==> src/fifo_clear_ctrl_cfg.svh <==
`ifndef FIFO_CLEAR_CTRL_CFG_SVH
`define FIFO_CLEAR_CTRL_CFG_SVH
`define CLEAR_LEN_CYCLES 8
`define ADDR_REG_WIDTH 10
`define ADDR_REG_RESET 10'h000
`define MASK_8BIT 10'h0ff
`define MASK_10BIT 10'h3ff
`endif

==> src/fifo_clear_pkg.sv <==
package fifo_clear_pkg;
  // One-hot sequencer states
  typedef enum logic [2:0]
  {
    SEQ_IDLE = 3'b001,
    SEQ_COUNT = 3'b010,
    SEQ_HOLD = 3'b100
  } seq_state_e;
  // Transmit flag group, active low
  typedef struct packed
  {
    logic empty_n;
    logic half_n;
    logic full_n;
  } tx_flags_s;
endpackage : fifo_clear_pkg

==> src/clear_seq.sv <==
`timescale 1ns/1ps
`default_nettype none
module clear_seq #(
  parameter int LEN = 8
) (
  input wire logic clk,
  input wire logic rst_n,
  input wire logic req,
  input wire logic inhibit,
  output logic hold,
  output logic release_pulse,
  output logic [$clog2(LEN+1)-1:0] cnt
);
  localparam int CW = $clog2(LEN+1);
  fifo_clear_pkg::seq_state_e state_q;
  if (LEN < 2)
  begin : g_len_chk
    $error("clear_seq: LEN must be at least 2");
  end
  // Sequence state and saturating cycle count
  always_ff @(posedge clk or negedge rst_n)
  begin
    if (!rst_n)
    begin
      state_q <= fifo_clear_pkg::SEQ_IDLE;
      cnt <= '0;
    end
    else
    begin
      case (state_q)
        fifo_clear_pkg::SEQ_IDLE:
        begin
          if (req && !inhibit)
          begin
            state_q <= fifo_clear_pkg::SEQ_COUNT;
            cnt <= CW'(1);
          end
        end
        fifo_clear_pkg::SEQ_COUNT:
        begin
          // Enable or broken condition restarts from zero
          if (!req || inhibit)
          begin
            state_q <= fifo_clear_pkg::SEQ_IDLE;
            cnt <= '0;
          end
          else if (cnt == CW'(LEN - 1))
          begin
            state_q <= fifo_clear_pkg::SEQ_HOLD;
            cnt <= CW'(LEN);
          end
          else
            cnt <= cnt + CW'(1);
        end
        fifo_clear_pkg::SEQ_HOLD:
        begin
          // Saturated; waits for the host to drop a request
          if (!req)
          begin
            state_q <= fifo_clear_pkg::SEQ_IDLE;
            cnt <= '0;
          end
        end
        default:
        begin
          state_q <= fifo_clear_pkg::SEQ_IDLE;
          cnt <= '0;
        end
      endcase
    end
  end
  // Release pulse one cycle after condition drops
  always_ff @(posedge clk or negedge rst_n)
  begin
    if (!rst_n)
      release_pulse <= 1'b0;
    else
      release_pulse <= (state_q == fifo_clear_pkg::SEQ_HOLD) && !req;
  end
  assign hold = (state_q == fifo_clear_pkg::SEQ_HOLD);
endmodule : clear_seq
`default_nettype wire

==> src/addr_match_reg.sv <==
`timescale 1ns/1ps
`default_nettype none
`include "fifo_clear_ctrl_cfg.svh"
module addr_match_reg #(
  parameter int W = `ADDR_REG_WIDTH
) (
  input wire logic clk,
  input wire logic rst_n,
  input wire logic wr,
  input wire logic [W-1:0] wdata,
  input wire logic wunicast,
  input wire logic width8,
  input wire logic char_valid,
  input wire logic [W-1:0] char_in,
  output logic [W-1:0] value,
  output logic unicast,
  output logic match
);
  logic [W-1:0] mask;
  logic [W-1:0] same;
  if (W != 10)
  begin : g_w_chk
    $error("addr_match_reg: W must be 10");
  end
  // Only the low eight lines count in byte mode
  assign mask = width8 ? `MASK_8BIT : `MASK_10BIT;
  assign same = ~(value ^ char_in) & mask;
  // Register contents and match mode
  always_ff @(posedge clk or negedge rst_n)
  begin
    if (!rst_n)
    begin
      value <= `ADDR_REG_RESET;
      unicast <= 1'b0;
    end
    else if (wr)
    begin
      value <= wdata & mask;
      unicast <= wunicast;
    end
  end
  // Match result registered per incoming character
  always_ff @(posedge clk or negedge rst_n)
  begin
    if (!rst_n)
      match <= 1'b0;
    else if (char_valid)
      match <= unicast ? (same == mask) : (|same);
  end
endmodule : addr_match_reg
`default_nettype wire

==> src/fifo_clear_ctrl.sv <==
`timescale 1ns/1ps
`default_nettype none
`include "fifo_clear_ctrl_cfg.svh"
module fifo_clear_ctrl #(
  parameter int CLEAR_LEN = `CLEAR_LEN_CYCLES
) (
  input wire logic CORE_CLK_IN,
  input wire logic RESETN_IN,
  input wire logic ADDR_SELECT_N_IN,
  input wire logic TX_FIFO_CLEAR_REQ_N_IN,
  input wire logic RX_FIFO_CLEAR_REQ_N_IN,
  input wire logic TRANSMIT_ENABLE_N_IN,
  input wire logic RECEIVE_ENABLE_N_IN,
  input wire logic EXTERNAL_QUEUE_TIMING_SEL_IN,
  input wire logic CHAR_WIDTH_SEL_IN,
  input wire logic SPECIAL_DATA_SEL_IN,
  input wire logic REG_READ_WRITE_SEL_IN,
  input wire logic [9:0] RECEIVE_DATA_BUS_IN,
  input wire logic TX_LEVEL_EMPTY_IN,
  input wire logic TX_LEVEL_HALF_IN,
  input wire logic TX_LEVEL_FULL_IN,
  input wire logic RX_LEVEL_EMPTY_IN,
  input wire logic RX_FIFO_WRITE_IN,
  input wire logic ADDR_CHAR_VALID_IN,
  input wire logic [9:0] ADDR_CHAR_IN,
  output logic [9:0] RECEIVE_DATA_BUS_OUT,
  output logic RECEIVE_DATA_BUS_OE_OUT,
  output logic TRANSMIT_EMPTY_FLAG_N_OUT,
  output logic TRANSMIT_HALF_FLAG_N_OUT,
  output logic TRANSMIT_FULL_FLAG_N_OUT,
  output logic TX_FLAG_OE_OUT,
  output logic RX_EMPTY_FLAG_N_OUT,
  output logic RX_FLAG_OE_OUT,
  output logic TX_WRITE_BLOCK_OUT,
  output logic TX_FIFO_CLEAR_OUT,
  output logic RX_FIFO_CLEAR_OUT,
  output logic RX_SELECTED_OUT,
  output logic ADDR_MATCH_OUT
);
  localparam int CW = $clog2(CLEAR_LEN + 1);
  if (CLEAR_LEN != 8)
  begin : g_len_chk
    $error("fifo_clear_ctrl: CLEAR_LEN must be 8");
  end

  // Sampled request conditions
  logic tx_req;
  logic rx_req;
  logic tx_inh;
  logic rx_inh;
  logic tx_hold;
  logic rx_hold;
  logic tx_rel;
  logic rx_rel;
  logic [CW-1:0] tx_cnt;
  logic [CW-1:0] rx_cnt;
  fifo_clear_pkg::tx_flags_s tx_flags_q;
  logic rx_match_q;
  logic receive_enable_n_n_q;
  logic rx_block_q;
  logic rx_lock_q;
  logic rx_empty_force_q;
  logic reg_space;
  logic reg_strobe;
  logic reg_wr;
  logic [9:0] reg_value;
  logic reg_unicast;

  // Reset-match conditions on the current edge
  assign tx_req = !ADDR_SELECT_N_IN && !TX_FIFO_CLEAR_REQ_N_IN;
  assign rx_req = !ADDR_SELECT_N_IN && !RX_FIFO_CLEAR_REQ_N_IN;

  // Enable polarity flips with the timing mode
  assign tx_inh = EXTERNAL_QUEUE_TIMING_SEL_IN ?
                  !TRANSMIT_ENABLE_N_IN : TRANSMIT_ENABLE_N_IN;
  assign rx_inh = EXTERNAL_QUEUE_TIMING_SEL_IN ?
                  !RECEIVE_ENABLE_N_IN : RECEIVE_ENABLE_N_IN;

  // Transmit clear sequencer
  clear_seq #(
    .LEN(CLEAR_LEN)
  ) u_tx_seq (
    .clk(CORE_CLK_IN),
    .rst_n(RESETN_IN),
    .req(tx_req),
    .inhibit(tx_inh),
    .hold(tx_hold),
    .release_pulse(tx_rel),
    .cnt(tx_cnt)
  );

  // Receive clear sequencer, same counting as transmit
  clear_seq #(
    .LEN(CLEAR_LEN)
  ) u_rx_seq (
    .clk(CORE_CLK_IN),
    .rst_n(RESETN_IN),
    .req(rx_req),
    .inhibit(rx_inh),
    .hold(rx_hold),
    .release_pulse(rx_rel),
    .cnt(rx_cnt)
  );

  // Internal clears fire only once the host lets go
  assign TX_FIFO_CLEAR_OUT = tx_rel;
  assign RX_FIFO_CLEAR_OUT = rx_rel;
  // A forced full is hard, unlike the normal full slack
  assign TX_WRITE_BLOCK_OUT = tx_hold;

  // Transmit flags: forced full during operation, else live levels
  always_ff @(posedge CORE_CLK_IN or negedge RESETN_IN)
  begin
    if (!RESETN_IN)
      tx_flags_q <= '{empty_n: 1'b0, half_n: 1'b1, full_n: 1'b1};
    else if (tx_hold)
      tx_flags_q <= '{empty_n: 1'b1, half_n: 1'b0, full_n: 1'b0};
    else
      tx_flags_q <= '{empty_n: !TX_LEVEL_EMPTY_IN,
                      half_n: !TX_LEVEL_HALF_IN,
                      full_n: !TX_LEVEL_FULL_IN};
  end
  assign TRANSMIT_EMPTY_FLAG_N_OUT = tx_flags_q.empty_n;
  assign TRANSMIT_HALF_FLAG_N_OUT = tx_flags_q.half_n;
  assign TRANSMIT_FULL_FLAG_N_OUT = tx_flags_q.full_n;

  // Flag drivers follow address select; a clear release by the request line keeps them on
  always_ff @(posedge CORE_CLK_IN or negedge RESETN_IN)
  begin
    if (!RESETN_IN)
    begin
      TX_FLAG_OE_OUT <= 1'b0;
      RX_FLAG_OE_OUT <= 1'b0;
    end
    else
    begin
      TX_FLAG_OE_OUT <= !ADDR_SELECT_N_IN;
      RX_FLAG_OE_OUT <= !ADDR_SELECT_N_IN;
    end
  end

  // Receive empty is forced until fresh data lands
  always_ff @(posedge CORE_CLK_IN or negedge RESETN_IN)
  begin
    if (!RESETN_IN)
      rx_empty_force_q <= 1'b0;
    else if (rx_hold)
      rx_empty_force_q <= 1'b1;
    else if (RX_FIFO_WRITE_IN)
      rx_empty_force_q <= 1'b0;
  end
  assign RX_EMPTY_FLAG_N_OUT = !(rx_empty_force_q || RX_LEVEL_EMPTY_IN);

  // Receive normal match and previous enable level
  always_ff @(posedge CORE_CLK_IN or negedge RESETN_IN)
  begin
    if (!RESETN_IN)
    begin
      rx_match_q <= 1'b0;
      receive_enable_n_n_q <= 1'b1;
    end
    else
    begin
      rx_match_q <= !ADDR_SELECT_N_IN && RX_FIFO_CLEAR_REQ_N_IN;
      receive_enable_n_n_q <= RECEIVE_ENABLE_N_IN;
    end
  end

  // Blind cycle after release, and lockout if enable hit it
  always_ff @(posedge CORE_CLK_IN or negedge RESETN_IN)
  begin
    if (!RESETN_IN)
    begin
      rx_block_q <= 1'b0;
      rx_lock_q <= 1'b0;
    end
    else
    begin
      rx_block_q <= rx_rel;
      if (RECEIVE_ENABLE_N_IN)
        rx_lock_q <= 1'b0;
      else if (rx_rel)
        rx_lock_q <= 1'b1;
    end
  end

  // Selection needs a fresh high-to-low enable edge under match
  always_ff @(posedge CORE_CLK_IN or negedge RESETN_IN)
  begin
    if (!RESETN_IN)
      RX_SELECTED_OUT <= 1'b0;
    else if (RECEIVE_ENABLE_N_IN || rx_lock_q || rx_rel)
      RX_SELECTED_OUT <= 1'b0;
    else if (receive_enable_n_n_q && rx_match_q && !rx_block_q)
      RX_SELECTED_OUT <= 1'b1;
  end

  // Register space only with a receive reset-match in UTOPIA timing
  assign reg_space = rx_req && !EXTERNAL_QUEUE_TIMING_SEL_IN;
  // Held enable never makes a strobe, so no write under it
  assign reg_strobe = reg_space && receive_enable_n_n_q
                      && !RECEIVE_ENABLE_N_IN;
  assign reg_wr = reg_strobe && !REG_READ_WRITE_SEL_IN;

  addr_match_reg #(
    .W(`ADDR_REG_WIDTH)
  ) u_addr_reg (
    .clk(CORE_CLK_IN),
    .rst_n(RESETN_IN),
    .wr(reg_wr),
    .wdata(RECEIVE_DATA_BUS_IN),
    .wunicast(SPECIAL_DATA_SEL_IN),
    .width8(CHAR_WIDTH_SEL_IN),
    .char_valid(ADDR_CHAR_VALID_IN),
    .char_in(ADDR_CHAR_IN),
    .value(reg_value),
    .unicast(reg_unicast),
    .match(ADDR_MATCH_OUT)
  );

  // Read data driven while strobe held with read selected
  always_ff @(posedge CORE_CLK_IN or negedge RESETN_IN)
  begin
    if (!RESETN_IN)
    begin
      RECEIVE_DATA_BUS_OUT <= 10'h000;
      RECEIVE_DATA_BUS_OE_OUT <= 1'b0;
    end
    else
    begin
      RECEIVE_DATA_BUS_OE_OUT <= reg_space && !RECEIVE_ENABLE_N_IN
                                 && REG_READ_WRITE_SEL_IN;
      RECEIVE_DATA_BUS_OUT <= reg_value;
    end
  end
endmodule : fifo_clear_ctrl
`default_nettype wire

==> config.mk <==
export PLATFORM = sky130hd
export DESIGN_NAME = fifo_clear_ctrl
export DESIGN_NICKNAME = d
export VERILOG_FILES = /design/src/fifo_clear_pkg.sv /design/src/clear_seq.sv /design/src/addr_match_reg.sv /design/src/fifo_clear_ctrl.sv
export VERILOG_INCLUDE_DIRS = /design/src
export SDC_FILE = /design/constraint.sdc
export NUM_CORES = 1
export LEC_CHECK = 0
export CAP_MARGIN = 20
export CORE_MARGIN = 5
export CORE_UTILIZATION = 62
export CTS_CLUSTER_DIAMETER = 50
export DETAILED_ROUTE_END_ITERATION = 10
export DONT_BUFFER_PORTS = 1
export GPL_ROUTABILITY_DRIVEN = 0
export HOLD_SLACK_MARGIN = 0.06
export PLACE_DENSITY = 0.9
export SYNTH_ARGS = -nofsm -noshare
export SYNTH_HDL_FRONTEND = slang
export SYNTH_HIERARCHICAL = 1
export SYNTH_SLANG_ARGS = --single-unit
==> constraint.sdc <==
create_clock -name CORE_CLK_IN -period 2.2 [get_ports CORE_CLK_IN]
set_input_delay 0.11 -clock CORE_CLK_IN [delete_from_list [all_inputs] [get_ports CORE_CLK_IN]]
set_output_delay 0.11 -clock CORE_CLK_IN [all_outputs]
set_load 0.01 [all_outputs]
==> results of run 1 <==
## cells by family after synthesis
family	Yosys count	synth area share, %
flops	49	55.3
buf+inv	12	2.19
xor+xnor	12	5.72
simple gates	64	18.4
fa+ha+maj	2	1.12
mux	9	4.55
compound gates	40	12.7
## layout make-up
cell class,instances,area share (%)
inverter,10,1.40
sequential,49,45.8
timing repair buffer,30,11.8
tap,46,2.14
clock buffer,6,1.54
clock inverter,2,0.558
multi-input combinational,127,36.8
## flip-flops by register name, summed over array words and instances, names as in the netlist
register / flops
TRANSMIT_FULL_FLAG_N_OUT: 1
u_addr_reg/match: 1
TRANSMIT_EMPTY_FLAG_N_OUT: 1
u_tx_seq/release_pulse: 1
u_rx_seq/cnt: 4
rx_empty_force_q: 1
u_rx_seq/state_q: 3
rx_lock_q: 1
rx_block_q: 1
rx_match_q: 1
u_rx_seq/release_pulse: 1
u_addr_reg/unicast: 1
receive_enable_n_n_q: 1
TRANSMIT_HALF_FLAG_N_OUT: 1
RECEIVE_DATA_BUS_OUT: 10
u_addr_reg/value: 10
u_tx_seq/state_q: 3
RX_SELECTED_OUT: 1
u_tx_seq/cnt: 4
RX_FLAG_OE_OUT: 1
RECEIVE_DATA_BUS_OE_OUT: 1
## metrics by stage
step	instances	worst slack (ns)	total power, mW
after floorplan	188	0.488	1.28
after detailed placement	233	0.682	1.33
after CTS	268	0.0893	1.79
after global routing	270	0.0173	1.93
after global placement	233	0.714	1.31
final	270	0.0529	1.83
## synthesized netlist by cell type, types with 2 or more instances
master     n
nor3b_1    4
nand3_1    3
and2_1     2
nor2b_4    2
a32oi_1    2
nor3b_2    3
a21o_1     4
a211o_1    2
nor2_1    17
nor2b_1    6
xnor2_1    5
ha_1       2
a31oi_1    5
o21a_1     4
nand3b_1   5
mux2_2     9
nor3_2     2
xor2_1     4
a22o_1     2
nand4_1    3
a211oi_2   2
dfstp_2    5
and2b_1    4
inv_1     10
o21ai_0    8
dfrtp_1   44
a21oi_1    6
a32o_1     2
nand2_1    5
and2_0     2
xnor2_2    3
nor4_1     2
## final timing paths
| path | to | depth (start not counted) | slack, ns |
|---|---|---|---|
| setup / recovery | u_addr_reg/value[8] | 7 | 0.05 |
| hold / removal | u_addr_reg/value[8] | 3 | 0.10 |
| setup reg to reg | u_addr_reg/match | 5 | 0.35 |
| hold reg to reg | RECEIVE_DATA_BUS_OUT[6] | 0 | 0.45 |
| max in group asynchronous | receive_enable_n_n_q | 2 | 1.69 |
| min in group asynchronous | u_addr_reg/match | 2 | 0.23 |
## tightest hold or removal path, stage by stage
cell,delay (ns)
nor3b_2,0.02
buf_6,0.14
o21ai_0,0.15
## layer usage
metal	wire, um	part of all wire [%]	vias to the layer above
met5	0	0	-
met4	110	2.0	0
met3	432	8.0	10
met2	2910	54	86
met1	1960	36	783
li1	-	-	737
## power groups by stage
stage / Combinational (mW) / Sequential (mW) / Clock [mW]
2_1_floorplan: 0.170 / 1.11 / 0
3_3_place_gp: 0.185 / 1.12 / 0
3_5_place_dp: 0.201 / 1.13 / 0
4_1_cts: 0.266 / 1.12 / 0.409
5_1_grt: 0.336 / 1.14 / 0.454
6_report: 0.309 / 1.12 / 0.400
## repair_timing
item / in CTS / in global routing
endpoints found under the hold margin: 78 / 0
endpoints found under the setup margin: 0 / 3
buffers inserted: 0 / 2
resized for setup: 0 / 8
hold buffers: 27 / 0
==> metrics.csv, run 1 <==
metric;value;unit
crit_chain;dlygate4sd3_1 -> or4_4 -> nor3b_2 -> buf_6 -> nand3b_1 -> dlygate4sd3_1 -> o21ai_0;
n_antenna_cell;0;
syn_inst;188;
cts_sinks;49;
power_frac_comb;16.8;%
dieArea;4900;um2
io_pins;59;
cp-start-kind;primary input;
use_met1;27.4;%
gr-total-overflow;0;
io_buffers;0;
rsz0062_at_grt;false;
postSynth.asyncResetShare;100;%
finalCriticalPeriod;2.15;ns
synth_seq_area_share;55.3;%
post-route-util;78.7;%
n_fill_cell;198;
holdWs;0.100;ns
worstSkewPairLatency;0.36;ns
critPathKind;primary input to flop;
final_nets;262;
worstPathArrival;2.44;ns
rows;21;
synth_cell_types;41;
antenna_found_initial;0;
clockBufferDepth;2;
peakVddDrop;0.000379;V
drive_gt1_share;20.5;%
post_dp_cell_area;2280;um2
hp-start;REG_READ_WRITE_SEL_IN;
p_leak;1.20;nW
fmax;466;MHz
crit_family;buffers and inverters;
mostFrequentLayoutCell;dfrtp_1;
crit-reg2reg-launch;u_addr_reg/value[4];
clk_pin_slew_worst_paths;0.14;ns
grt_pass1_wl;9110;um
htree_levels;2;
hold_viol_final;0;
post_drt_via_cell_ratio;5.99;
cts_made_buffers;5;
post_drt_wl_per_cell;20.1;um
synth_fp_nets;227;
design_area;2690;um2
top_usage_layer;met2;
cp-end-kind;flop;
final.setup.tns;0;ns
drt_iter0_markers;129;
multi_input_comb_area;988;um2
max_stage_delay;0.62;ns
max_slew_margin;68.9;%
cp_max_fo;13;
synthFlopType;dfrtp_1;
hpwl;3440;um
power_frac_clock;21.8;%
skew;0.0107;ns
crit_slowest_cell;dlygate4sd3_1;
mostFrequentLayoutCells;44 x dfrtp_1, 25 x dlygate4sd3_1, 17 x nor2_1, 10 x inv_1, 9 x mux2_2;
yosys_warnings;6;
tritoncts;done;
drv_slew;0;
area_delta_synth_final;20.6;%
synth_edf_count;0;
p_sw_share;29.1;%
power.density;682;nW/um2
seqCellArea;1230;um2
netlist_area;2230;um2
cpMostUsedCell;dlygate4sd3_1;
core_area;3420;um2
setup_violations;0;
hold_path.class;primary input to flop;
timing.final.crit_share;97.6;%
remaining_drc_errors;0;
synth.largest_area_cell;dfrtp_1;
synth_top_area_share;49.4;%
outcome;completed;
worst_ep_required_time;2.49;ns
first_pass_iters;4;
power.net_switching;0.534;mW
wl;5420;um
grt_pass1_vias;1757;
syn_avg_cell_area;11.9;um2
die_h;70.0;um
chipWidth;70.0;um
vias;1616;
worst-slew-pin-transition;0.462;ns
initial_core_util;65.3;%
use_met2;41.9;%
clockRootBuffer;clkbuf_4;
drv_cap;0;
grt_max_degree;50;
cp-startpoint;ADDR_SELECT_N_IN;
synth-seq-cells;49;
grt_use_total;23.7;%
grt_use_met3;7.46;%
synthTopCellsByArea;dfrtp_1 49%, dfstp_2 5.9%, mux2_2 4.5%;
drtAntennaViolNets;0;
path_buf_inv;3;
internal_power;1.30;mW
seq_power_share;61.4;%
Power figures use the tool's default switching activity.
==> run 2: changes to the inputs <==
==> constraint.sdc (replaced) <==
create_clock -name CORE_CLK_IN -period 2.2 [get_ports CORE_CLK_IN]
set_input_delay 0.22 -clock CORE_CLK_IN [delete_from_list [all_inputs] [get_ports CORE_CLK_IN]]
set_output_delay 0.22 -clock CORE_CLK_IN [all_outputs]
set_load 0.01 [all_outputs]
==> run 2 against run 1 <==
Against the previous run: sequential share of layout area increased by 0.43 points; non-clock buffer count decreased by 1; setup slack improved by 0.040 ns; sequential power about the same; critical path type unchanged; critical endpoint unchanged; largest power group unchanged; highest routed layer unchanged.
==> metrics.csv, run 2 (synthesis results as in run 1) <==
metric;value;unit
tritoncts;done;
clk_pin_slew_worst_paths;0.15;ns
initial_core_util;65.3;%
critPathKind;primary input to flop;
rsz0062_at_grt;false;
remaining_drc_errors;0;
use_met1;25.3;%
use_met2;38.6;%
hold_path.class;primary input to flop;
n_fill_cell;213;
first_pass_iters;5;
antenna_found_initial;0;
hpwl;3480;um
timing.final.crit_share;95.8;%
die_h;70.0;um
power_frac_clock;28.6;%
cp_max_fo;6;
final.setup.tns;0;ns
area_delta_synth_final;19.5;%
mostFrequentLayoutCell;dfrtp_1;
grt_pass1_wl;8430;um
io_buffers;0;
worstSkewPairLatency;0.35;ns
peakVddDrop;0.000492;V
setup_violations;0;
grt_max_degree;50;
worst-slew-pin-transition;0.416;ns
seqCellArea;1230;um2
core_area;3420;um2
top_usage_layer;met2;
n_antenna_cell;0;
grt_pass1_vias;1716;
drv_slew;0;
outcome;completed;
final_nets;261;
finalCriticalPeriod;2.11;ns
drv_cap;0;
wl;5190;um
multi_input_comb_area;948;um2
drtAntennaViolNets;0;
design_area;2660;um2
max_slew_margin;72.2;%
drive_gt1_share;19.3;%
internal_power;1.42;mW
power.density;729;nW/um2
worstPathArrival;2.39;ns
power_frac_comb;13.8;%
hold_viol_final;0;
fin_ws;0.0932;ns
top_regs;RECEIVE_DATA_BUS_OUT x10, u_addr_reg/value x10;
mostFrequentLayoutCells;44 x dfrtp_1, 23 x dlygate4sd3_1, 17 x nor2_1, 10 x inv_1, 9 x mux2_2;
io_pins;59;
gr-total-overflow;0;
clockRootBuffer;clkbuf_4;
seq_power_share;57.5;%
fmax;475;MHz
cts_made_buffers;5;
chipWidth;70.0;um
grt_use_met3;5.60;%
cp-start-kind;primary input;
worst_ep_required_time;2.48;ns
post_drt_via_cell_ratio;6.07;
holdWs;0.0705;ns
rows;21;
power.net_switching;0.526;mW
skew;0.00834;ns
post_dp_cell_area;2280;um2
drt_iter0_markers;99;
cp-end-kind;flop;
power;1.94;mW
grt_use_total;21.7;%
p_leak;1.19;nW
place_ws;0.568;ns
p_sw_share;27.1;%
htree_levels;2;
vias;1634;
cts_sinks;49;
clockBufferDepth;2;
dieArea;4900;um2
post_drt_wl_per_cell;19.3;um
[run 2: cell count changes in the layout (fill, tap and decap cells not counted), moves of 2 or more]
cell           delta
xnor2_1           +4
dlygate4sd3_1     -2
xnor2_2           -4
buf_4             +2
[run 2: timing repair]
item	in CTS	in global routing
gates resized for setup	0	1
setup endpoints to repair	0	1
setup buffers	0	4
hold buffers	24	0
hold endpoints to repair	71	0
[run 2: final timing paths]
path,from,to,slack (ns),depth (start not counted)
max in group asynchronous,RESETN_IN,u_rx_seq/state_q[0],1.57,2
worst min register to register,u_addr_reg/value[5],RECEIVE_DATA_BUS_OUT[5],0.44,0
worst max-delay path,ADDR_SELECT_N_IN,u_addr_reg/value[8],0.09,7
min in group asynchronous,RESETN_IN,RECEIVE_DATA_BUS_OUT[5],0.36,2
worst max register to register,u_addr_reg/value[1],u_addr_reg/match,0.49,4
worst min-delay path,CHAR_WIDTH_SEL_IN,u_addr_reg/value[9],0.07,2
[run 2: critical path: stages]
cell	delay, ns
dlygate4sd3_1	0.58
or4_4	0.56
nor3b_2	0.19
buf_6	0.15
nand3b_1	0.07
dlygate4sd3_1	0.55
o21ai_0	0.08
[run 2: layer usage]
layer | vias up | wire (um)
li1 | 736 | -
met1 | 802 | 1960
met2 | 86 | 2700
met3 | 10 | 405
met4 | 0 | 117
met5 | - | 0
[run 2: power by group through the flow]
stage	sequential, mW	clock (mW)	combinational (mW)
after floorplan	1.11	0	0.170
after global placement	1.12	0	0.185
after detailed placement	1.13	0	0.204
after CTS	1.12	0.559	0.261
after global routing	1.13	0.610	0.294
final	1.12	0.556	0.269
[run 2: cell type report]
| class | count | share of cell area [%] |
|---|---|---|
| well taps | 46 | 2.16 |
| repair buffers | 29 | 11.2 |
| inverters | 10 | 1.41 |
| clock inverters | 2 | 1.41 |
| multi-input cells | 127 | 35.6 |
| clock buffers | 6 | 1.93 |
| flip-flops and latches | 49 | 46.3 |
[run 2: stage by stage]
stage / util (%) / cells
finish: 78.0 / 269
detailed placement: 66.8 / 233
global route: 78.0 / 269
floorplan: - / 188
CTS: 77.0 / 265
global placement: 66.8 / 233
